<file path="config.mk">
export PLATFORM = sky130hd
export DESIGN_NAME = sbh_device_flat
export DESIGN_NICKNAME = d
export VERILOG_FILES = /design/src/inc/sbh_pkg.sv /design/src/inc/sbh_if.sv /design/src/design/sbh_device.sv /design/src/flat_wrapper.sv
export SDC_FILE = /design/constraint.sdc
export NUM_CORES = 1
export LEC_CHECK = 0
export BUFFER_PORTS_ARGS = -buffer_cell sky130_fd_sc_hd__buf_2
export CORE_MARGIN = 4
export CORE_UTILIZATION = 39
export CTS_CLUSTER_DIAMETER = 200
export DETAILED_ROUTE_END_ITERATION = 6
export SYNTH_ARGS = -nofsm -noshare
export SYNTH_HDL_FRONTEND = slang
export SYNTH_SLANG_ARGS = --single-unit
</file>
<file path="constraint.sdc">
create_clock -name clk_sys_in -period 12.4 [get_ports clk_sys_in]
set_clock_uncertainty 0.05 [all_clocks]
set_input_delay 1.86 -clock clk_sys_in [delete_from_list [all_inputs] [get_ports clk_sys_in]]
set_output_delay 1.86 -clock clk_sys_in [all_outputs]
set_load 0.02 [all_outputs]
</file>
<file path="src/inc/sbh_pkg.sv">
// shared constants and types for the serial busy handshake link
package sbh_pkg;
	localparam int unsigned CLK_PERIOD_NS      = 25;
	// timing figures as printed
	localparam int unsigned STORE_TIME_MS      = 15;
	localparam int unsigned STORE_MAX_MS       = 50;
	localparam int unsigned READ_TIME_US       = 7;
	localparam int unsigned READ_MAX_US        = 30;
	localparam int unsigned READ8_TIME_US      = 20;
	localparam int unsigned PRESET_TIME_US     = 30;
	localparam int unsigned RESTORE_TIME_US    = 30;
	localparam int unsigned CS_TO_BUSY_US      = 150;
	localparam int unsigned PRESET_MIN_NS      = 50;
	localparam int unsigned FRAME_GAP_CYC      = 4;
	localparam int unsigned CLK_STOP_CYC       = 1;
	localparam int unsigned SCLK_HALF_CYC      = 4;
	// derived cycle counts
	localparam int unsigned STORE_CYC   = STORE_TIME_MS * 1000000 / CLK_PERIOD_NS;
	localparam int unsigned READ_CYC    = READ_TIME_US * 1000 / CLK_PERIOD_NS;
	localparam int unsigned READ8_CYC   = READ8_TIME_US * 1000 / CLK_PERIOD_NS;
	localparam int unsigned PRESET_CYC  = PRESET_TIME_US * 1000 / CLK_PERIOD_NS;
	localparam int unsigned RESTORE_CYC = RESTORE_TIME_US * 1000 / CLK_PERIOD_NS;
	localparam int unsigned CS_BUSY_CYC = CS_TO_BUSY_US * 1000 / CLK_PERIOD_NS;
	localparam int unsigned PRESET_MIN_CYC = (PRESET_MIN_NS + CLK_PERIOD_NS - 1) / CLK_PERIOD_NS;
	// frame layout
	localparam int unsigned FRAME_BITS  = 24;
	localparam int unsigned CMD_MSB     = 23;
	localparam int unsigned CMD_LSB     = 20;
	localparam int unsigned ADDR_MSB    = 19;
	localparam int unsigned ADDR_LSB    = 16;
	localparam int unsigned DATA_BITS   = 10;
	localparam int unsigned WIPER_RESET = 512;
	localparam int unsigned CNT_W       = 24;
	localparam int unsigned DIV_W       = 8;
	// instruction codes
	localparam logic [3:0] CMD_NOP        = 4'h0;
	localparam logic [3:0] CMD_RESTORE    = 4'h1;
	localparam logic [3:0] CMD_STORE      = 4'h2;
	localparam logic [3:0] CMD_STORE_USER = 4'h3;
	localparam logic [3:0] CMD_READ_USER  = 4'h8;
	localparam logic [3:0] CMD_READ_WIPER = 4'h9;
	localparam logic [3:0] CMD_READ_TOL   = 4'hA;
	localparam logic [3:0] CMD_WRITE      = 4'hB;
	// device busy phases
	typedef enum logic [1:0] {
		SBH_IDLE    = 2'b00,
		SBH_LEAD    = 2'b01,
		SBH_BUSY    = 2'b10
	} sbh_dev_state_type;
	// host phases
	typedef enum logic [2:0] {
		SBH_H_IDLE  = 3'b000,
		SBH_H_WAITR = 3'b001,
		SBH_H_SHIFT = 3'b010,
		SBH_H_STOP  = 3'b011,
		SBH_H_GAP   = 3'b100
	} sbh_host_state_type;
endpackage

</file>
<file path="src/inc/sbh_if.sv">
// link wires between host and potentiometer device
interface sbh_if;
	logic cs_n;
	logic sclk;
	logic sdi;
	logic ready;
	logic preset_strobe_n;
	modport host_mp (output cs_n, output sclk, output sdi, output preset_strobe_n, input ready);
	modport dev_mp (input cs_n, input sclk, input sdi, input preset_strobe_n, output ready);
endinterface

</file>
<file path="src/design/sbh_device.sv">
// device end: serial slave with busy and ready handshake
// Operation
// - ready low only for busy instructions, preset, power-up restore
// - store instructions hold ready low store time
// - read instructions hold ready low read time
// - ready falls within limit after cs rise
// - host waits ready high before cs fall
// - host spaces cs rises four clocks
// - host stops clock before raising cs
// - data captured on rising clock edge
// - preset pulse reloads wipers, ready low
// - power-up restores wipers from storage
// - host waits on ready, not delay
// - host sends nop after restore instruction (sbh_host does not send it; the caller must)
module sbh_device (
	input  wire logic         clk_sys_in,
	input  wire logic         rst_in,
	sbh_if.dev_mp             link,
	output logic [9:0]        wiper1_out,
	output logic [9:0]        wiper2_out,
	output logic [3:0]        last_cmd_out,
	output logic              frame_done_out
);
	// ----
	// state record
	// ----
	typedef struct packed {
		logic [1:0]                        cs_sy;
		logic [1:0]                        ck_sy;
		logic [1:0]                        di_sy;
		logic [1:0]                        pr_sy;
		logic                              ck_prev;
		logic                              cs_prev;
		logic [sbh_pkg::FRAME_BITS-1:0]    shreg;
		logic [5:0]                        nbits;
		logic [3:0]                        pend_cmd;
		logic [sbh_pkg::CNT_W-1:0]         cnt;
		logic [sbh_pkg::CNT_W-1:0]         busy_len;
		logic [1:0]                        pr_low;
		logic                              reload;
		logic                              ready;
		logic [9:0]                        w1;
		logic [9:0]                        w2;
		logic [9:0]                        nv1;
		logic [9:0]                        nv2;
		logic [3:0]                        last_cmd;
		logic                              done;
		sbh_pkg::sbh_dev_state_type        state;
	} sbh_dev_reg_type;

	// ----
	// state and decode
	// ----
	sbh_dev_reg_type r_ff;
	sbh_dev_reg_type nxt_r;

	logic cs_n_s;
	logic ck_rise;
	logic cs_rise;
	logic [3:0] cmd;
	logic [3:0] addr;
	logic [9:0] data;

	// ----
	// next state
	// ----
	always_comb begin
		cs_n_s  = r_ff.cs_sy[1];
		ck_rise = r_ff.ck_sy[1] & ~r_ff.ck_prev;
		cs_rise = cs_n_s & ~r_ff.cs_prev;
		cmd     = r_ff.shreg[sbh_pkg::CMD_MSB:sbh_pkg::CMD_LSB];
		addr    = r_ff.shreg[sbh_pkg::ADDR_MSB:sbh_pkg::ADDR_LSB];
		data    = r_ff.shreg[sbh_pkg::DATA_BITS-1:0];
		nxt_r = r_ff;
		nxt_r.cs_sy   = {r_ff.cs_sy[0], link.cs_n};
		nxt_r.ck_sy   = {r_ff.ck_sy[0], link.sclk};
		nxt_r.di_sy   = {r_ff.di_sy[0], link.sdi};
		nxt_r.pr_sy   = {r_ff.pr_sy[0], link.preset_strobe_n};
		nxt_r.ck_prev = r_ff.ck_sy[1];
		nxt_r.cs_prev = cs_n_s;
		nxt_r.done    = 1'b0;
		// capture on rising clock whatever the host phase
		if (!cs_n_s && ck_rise) begin
			nxt_r.shreg = {r_ff.shreg[sbh_pkg::FRAME_BITS-2:0], r_ff.di_sy[1]};
			if (r_ff.nbits != 6'h3F) begin
				nxt_r.nbits = r_ff.nbits + 6'h01;
			end
		end
		// bit count cleared while deselected, only the second sync stage is read
		if (cs_n_s) begin
			nxt_r.nbits = 6'h00;
		end
		// count consecutive low preset samples
		if (!r_ff.pr_sy[1]) begin
			if (r_ff.pr_low != 2'h3) begin
				nxt_r.pr_low = r_ff.pr_low + 2'h1;
			end
		end else begin
			nxt_r.pr_low = 2'h0;
		end
		// short frames are dropped
		if (cs_rise && r_ff.nbits >= 6'(sbh_pkg::FRAME_BITS)) begin
			nxt_r.last_cmd = cmd;
			nxt_r.done     = 1'b1;
			if (cmd == sbh_pkg::CMD_WRITE) begin
				if (addr[0]) begin
					nxt_r.w2 = data;
				end else begin
					nxt_r.w1 = data;
				end
			end
			if (cmd == sbh_pkg::CMD_RESTORE) begin
				nxt_r.w1 = r_ff.nv1;
				nxt_r.w2 = r_ff.nv2;
			end
		end
		unique case (r_ff.state)
			sbh_pkg::SBH_IDLE: begin
				nxt_r.ready = 1'b1;
				if (r_ff.pr_low >= 2'(sbh_pkg::PRESET_MIN_CYC)) begin
					// preset reload
					nxt_r.ready    = 1'b0;
					nxt_r.reload   = 1'b1;
					nxt_r.cnt      = '0;
					nxt_r.busy_len = sbh_pkg::CNT_W'(sbh_pkg::PRESET_CYC);
					nxt_r.state    = sbh_pkg::SBH_BUSY;
				end else if (cs_rise && r_ff.nbits >= 6'(sbh_pkg::FRAME_BITS)) begin
					nxt_r.pend_cmd = cmd;
					nxt_r.cnt      = '0;
					unique case (cmd)
						// store timing
						sbh_pkg::CMD_STORE, sbh_pkg::CMD_STORE_USER: begin
							nxt_r.busy_len = sbh_pkg::CNT_W'(sbh_pkg::STORE_CYC);
							nxt_r.state    = sbh_pkg::SBH_LEAD;
						end
						// read timing
						sbh_pkg::CMD_READ_USER: begin
							nxt_r.busy_len = sbh_pkg::CNT_W'(sbh_pkg::READ8_CYC);
							nxt_r.state    = sbh_pkg::SBH_LEAD;
						end
						sbh_pkg::CMD_READ_WIPER, sbh_pkg::CMD_READ_TOL: begin
							nxt_r.busy_len = sbh_pkg::CNT_W'(sbh_pkg::READ_CYC);
							nxt_r.state    = sbh_pkg::SBH_LEAD;
						end
						default: begin
							nxt_r.state = sbh_pkg::SBH_IDLE;
						end
					endcase
				end
			end
			sbh_pkg::SBH_LEAD: begin
				// ready falls one typical lead after cs rise
				nxt_r.cnt = r_ff.cnt + 1'b1;
				if (r_ff.cnt >= sbh_pkg::CNT_W'(sbh_pkg::CS_BUSY_CYC - 1)) begin
					nxt_r.cnt   = '0;
					nxt_r.ready = 1'b0;
					nxt_r.state = sbh_pkg::SBH_BUSY;
				end
			end
			sbh_pkg::SBH_BUSY: begin
				nxt_r.ready = 1'b0;
				nxt_r.cnt   = r_ff.cnt + 1'b1;
				if (r_ff.cnt >= r_ff.busy_len - 1'b1) begin
					nxt_r.ready  = 1'b1;
					nxt_r.state  = sbh_pkg::SBH_IDLE;
					nxt_r.reload = 1'b0;
					if (r_ff.reload) begin
						// power-up restore and preset reload
						nxt_r.w1 = r_ff.nv1;
						nxt_r.w2 = r_ff.nv2;
					end else if (r_ff.pend_cmd == sbh_pkg::CMD_STORE) begin
						// only the plain store copies wipers to storage
						nxt_r.nv1 = r_ff.w1;
						nxt_r.nv2 = r_ff.w2;
					end
				end
			end
			default: nxt_r.state = sbh_pkg::SBH_IDLE;
		endcase
	end

	// ----
	// registers
	// ----
	always_ff @(posedge clk_sys_in or posedge rst_in) begin
		if (rst_in) begin
			r_ff          <= '0;
			r_ff.cs_sy    <= 2'b11;
			r_ff.cs_prev  <= 1'b1;
			r_ff.pr_sy    <= 2'b11;
			r_ff.nv1      <= 10'(sbh_pkg::WIPER_RESET);
			r_ff.nv2      <= 10'(sbh_pkg::WIPER_RESET);
			// power-on restore runs busy first
			r_ff.reload   <= 1'b1;
			r_ff.busy_len <= sbh_pkg::CNT_W'(sbh_pkg::RESTORE_CYC);
			r_ff.state    <= sbh_pkg::SBH_BUSY;
		end else begin
			r_ff <= nxt_r;
		end
	end

	// ----
	// outputs
	// ----
	assign link.ready     = r_ff.ready;
	assign wiper1_out     = r_ff.w1;
	assign wiper2_out     = r_ff.w2;
	assign last_cmd_out   = r_ff.last_cmd;
	assign frame_done_out = r_ff.done;
endmodule

</file>
<file path="src/flat_wrapper.sv">
// flat-port wrapper written by rule: the top's interface ports become plain ports
module sbh_device_flat 
  (clk_sys_in, rst_in, wiper1_out, wiper2_out, last_cmd_out, frame_done_out, link_cs_n, link_sclk, link_sdi, link_preset_strobe_n, link_ready);
  sbh_if link_i ();
  input  wire logic clk_sys_in;
  input  wire logic rst_in;
  output logic [9:0] wiper1_out;
  output logic [9:0] wiper2_out;
  output logic [3:0] last_cmd_out;
  output logic frame_done_out;
  input wire logic [$bits(link_i.cs_n)-1:0] link_cs_n;
  input wire logic [$bits(link_i.sclk)-1:0] link_sclk;
  input wire logic [$bits(link_i.sdi)-1:0] link_sdi;
  input wire logic [$bits(link_i.preset_strobe_n)-1:0] link_preset_strobe_n;
  output wire logic [$bits(link_i.ready)-1:0] link_ready;
  assign link_i.cs_n = link_cs_n;
  assign link_i.sclk = link_sclk;
  assign link_i.sdi = link_sdi;
  assign link_i.preset_strobe_n = link_preset_strobe_n;
  assign link_ready = link_i.ready;
  sbh_device u_core (.clk_sys_in(clk_sys_in), .rst_in(rst_in), .link(link_i), .wiper1_out(wiper1_out), .wiper2_out(wiper2_out), .last_cmd_out(last_cmd_out), .frame_done_out(frame_done_out));
endmodule
</file>
==> results by group <==
Floorplanning
  • Starting Density: between 30% and 40%
  • Die Ht: 138 um
  • Row count: 47
  • Die Wd: roughly 140 um
  • Ports: 32
  • Core area: roughly 0.017 mm^2
  • DIE AREA: between 0.015 and 0.02 mm^2

Routing
  • M1 WL: roughly 6.5 mm
  • DR vias: between 4k and 5k
  • Final ANT Viol Nets: 0
  • Via density: 5.11
  • 1st-pass router iterations: 4
  • Drt total wl: about 13 mm
  • DR WL/cell: 15.2 um
  • Residual DRC: 0
  • Met3 wire len: 360 um
  • Met2 WL: between 6 and 7 mm
  • Initial drt markers: ~210
  • Max layer used: met4

Logic synthesis
  • Area contributors post-synth: dfrtp_1 (43%), ha_1 (5.9%), mux2_2 (5.3%)
  • Yosys top cell by area: dfrtp_1
  • Most frequent cells after synthesis: dfrtp_1 (114), nand2_1 (63), nor2_1 (58)
  • Netlist cell types: 53
  • Syn nets: 664
  • Synth warn: 0
  • Ys flop type: dfrtp_1
  • Syn avg cell area: 10.5 um^2
  • Share of Yosys cell area claimed by the top area cell type: a little over two fifths
  • Cell count after synthesis: between 600 and 700
  • Async SR Flop Fraction: 100%
  • FF+latch count, synth: around 130
  • Top-count cell post-synth: dfrtp_1
  • EDFF count, synth: 0
  • Post-Syn Area: ~0.0066 mm^2
  • Sequential fraction of the synthesis area: approximately half

Placement
  • HPWL after detailed placement: around 8.9 mm
  • Routability cong.: between 0.7 and 0.8
  • Placed cell area: between 0.006 and 0.007 mm^2
  • Dpl cells: 832
  • Port Buffers: 31

Timing
  • Final number of hold-violating endpoints: 0
  • Pins Over Slew Limit: 0
  • RSZ-0062 raised after global routing: false
  • Final period utilization: a little over a third
  • Final min period: between 4000 and 5000 ps
  • Post-Route Setup TNS: 0 ps
  • Worst rel slew slack: 23.9%
  • Worst slew pin tran: roughly 1100 ps
  • FMAX: about 230 MHz
  • Final setup violation count: 0

Layout
  • Non-filler cells in the finished layout: between 800 and 900
  • Layout Nets: about 670
  • # fillers: 1490
  • Fin area: ~0.0074 mm^2
  • # diodes: 0
  • Reg area: around 0.0032 mm^2
  • Fraction of layout cells with a size suffix above 1: a little under a quarter
  • Area Overhead vs Synth: 12.5%
  • Multi-input gate area in the final layout: ~0.0030 mm^2

Setup path
  • Worst Path Arrival: between 4000 and 5000 ps
  • Worst path top cell family by delay: simple AND/OR/NAND/NOR gates
  • Crit path required time: between 10000 and 15000 ps
  • FF-to-FF Start: u_core.r_ff[56]$_DFFE_PP1P_
  • Worst r2r dst: u_core.r_ff[19]$_DFFE_PP0P_
  • CP Cell Sequence: nor3_1 -> nand2b_1 -> nor4_1 -> inv_1 -> ha_1 -> nand4_2 -> nor4_2 -> o311ai_1 -> nand4_2 -> nand3_2 -> mux2_4
  • Worst R2R Path Depth: 11
  • Critical path type: flip-flop to flip-flop
  • Worst reg-to-reg setup slack: between 8000 and 9000 ps
  • Cell mode on critical path: nand4_2
  • CP max stage cell: nor4_1
  • Critical path endpoint category: flip-flop
  • CP max stage delay: 820 ps
  • Crit-path max FO: 20
  • Critical Path Start Type: flip-flop
  • CP Buf/Inv Count: 1

Min path
  • Worst hold path type: flip-flop to flip-flop
  • WHS Path Cells: 0
  • Worst Hold Path EP: u_core.nxt_r[134]$_DFF_PP0_
  • Min-delay src: u_core.nxt_r[140]$_DFF_PP0_

CTS
  • TritonCTS buffer count: 17
  • H-tree depth: 4
  • Worst-Skew Late Latency: 430 ps
  • Clock-pin slew on the worst setup and hold paths: around 60 ps
  • PostCTS Resize Cnt: 0
  • CTS tree: yes
  • TritonCTS Sinks: 126
  • Post-CTS Setup Bufs: 0
  • Clock buffer depth: 2
  • CTS root buf: clkbuf_16
  • Hold-fix buffers, CTS: 0

Power and ir drop
  • PD cells: 150 mW/mm^2
  • Internal power: ~0.00084 W
  • Sw Ratio: between 20 and 25%
  • NetSw: approximately 0.00027 W
  • Leakage power: between 3 and 4 nW
  • Clock power share: between 40% and 50%
  • Power share of the combinational group: a little over a tenth
  • Flop pwr share: 40.2%
  • Maximum VDD drop: ~0.11 mV

Flow run
  • Max-Cap Viols: 0

GRT
  • Total Routing Usage GR: 15.2%
  • Initial antenna violation count: 0
  • GRT overflow: 0
  • Number of global-route vias before repair: about 4.5k
  • First-pass GRT wire length: approximately 23 mm
  • Largest net degree at the start of global routing: 79

Run status
  • Run status: complete, no violations
flip-flops by register name, indices dropped and copies added, names as in the netlist:
| register | cells |
|---|---|
| u_core.r_ff | 76 |
| u_core.cmd | 4 |
| u_core.nxt_r | 5 |
| u_core.cs_n_s | 1 |
| u_core.last_cmd_out | 4 |
| u_core.data | 10 |
| u_core.link.ready | 1 |
| u_core.wiper1_out | 10 |
| u_core.wiper2_out | 10 |
| u_core.addr | 4 |
| u_core.frame_done_out | 1 |
cell usage in the layout (no fill, tap or decap), types with 3 or more instances in the layout:
| cell | count |
|---|---|
| a21o_1 | 3 |
| a21oi_1 | 50 |
| a22o_1 | 3 |
| a31oi_1 | 5 |
| and3_1 | 5 |
| and4_1 | 3 |
| buf_2 | 31 |
| buf_4 | 4 |
| bufinv_16 | 5 |
| clkbuf_16 | 17 |
| clkinv_4 | 4 |
| dfrtp_1 | 114 |
| dfstp_2 | 12 |
| ha_1 | 31 |
| inv_1 | 19 |
| mux2_2 | 31 |
| mux2_4 | 20 |
| nand2_1 | 63 |
| nand2b_1 | 5 |
| nand3_1 | 14 |
| nand4_1 | 11 |
| nor2_1 | 57 |
| nor2b_1 | 11 |
| nor3_1 | 5 |
| nor4_1 | 5 |
| o21ai_0 | 39 |
| o21ai_1 | 3 |
| or2_2 | 3 |
| xnor2_1 | 9 |
| xor2_1 | 24 |
final cells by class:
| cell class | count | area share [%] |
|---|---|---|
| Sequential cell | 126 | 42.9 |
| Timing Repair Buffer | 35 | 2.51 |
| Clock buffer | 19 | 6.00 |
| Tap cell | 220 | 3.73 |
| Clock inverter | 13 | 2.86 |
| Inverter | 20 | 1.05 |
| Multi-Input combinational cell | 431 | 41.0 |
metrics by stage:
step / hold WS (ps) / power [W] / utilization (%) / setup slack (ps)
after floorplan: 281 / 0.000540 / - / 7150
after global placement: 283 / 0.000566 / 40.7 / 8320
after detailed placement: 285 / 0.000571 / 40.7 / 8110
after CTS: 299 / 0.00113 / 44.7 / 8080
after global routing: 304 / 0.00116 / 44.7 / 7760
final: 297 / 0.00111 / 44.7 / 8100
cell families (layout without fill, tap and decap cells):
logic type	after synthesis	count (layout)	share of synthesized area [%]
DFF	126	126	48.3
muxes	53	53	10.2
xor gates and xnor gates	33	33	4.40
adders and majority gates	31	31	5.91
AOI/OAI and AO/OA	114	114	10.0
and+or+nand+nor	200	200	15.2
buffers and inverters	70	87	5.93
worst max path at each step:
| stage | to | startpoint | cells after the start | slack [ps] |
|---|---|---|---|---|
| floorplan | u_core.addr[0]$_DFFE_PP0P_ | rst_in | 1 | 7150 |
| global placement | u_core.r_ff[12]$_DFFE_PP0P_ | u_core.r_ff[56]$_DFFE_PP1P_ | 11 | 8320 |
| detailed placement | u_core.r_ff[14]$_DFFE_PP0P_ | u_core.r_ff[56]$_DFFE_PP1P_ | 11 | 8110 |
| CTS | u_core.r_ff[14]$_DFFE_PP0P_ | u_core.r_ff[56]$_DFFE_PP1P_ | 11 | 8080 |
| global route | u_core.r_ff[19]$_DFFE_PP0P_ | u_core.r_ff[54]$_DFFE_PP0P_ | 11 | 7760 |
| finish | u_core.r_ff[19]$_DFFE_PP0P_ | u_core.r_ff[56]$_DFFE_PP1P_ | 11 | 8100 |
metal layers:
| layer | vias up | global-route usage, % |
|---|---|---|
| met3 | 18 | 4.13 |
| met5 | - | 0 |
| met2 | 62 | 22.9 |
| met4 | 0 | 6.48 |
| met1 | 2174 | 20.5 |
| li1 | 2158 | - |
power by group through the flow:
| stage | clock network, W | logic, W | registers (W) |
|---|---|---|---|
| after floorplan | 0 | 0.0000884 | 0.000452 |
| after global placement | 0 | 0.000113 | 0.000453 |
| after detailed placement | 0 | 0.000117 | 0.000454 |
| after CTS | 0.000561 | 0.000118 | 0.000447 |
| after global routing | 0.000582 | 0.000131 | 0.000450 |
| final | 0.000548 | 0.000116 | 0.000447 |
(Power assumes the default switching activity.)
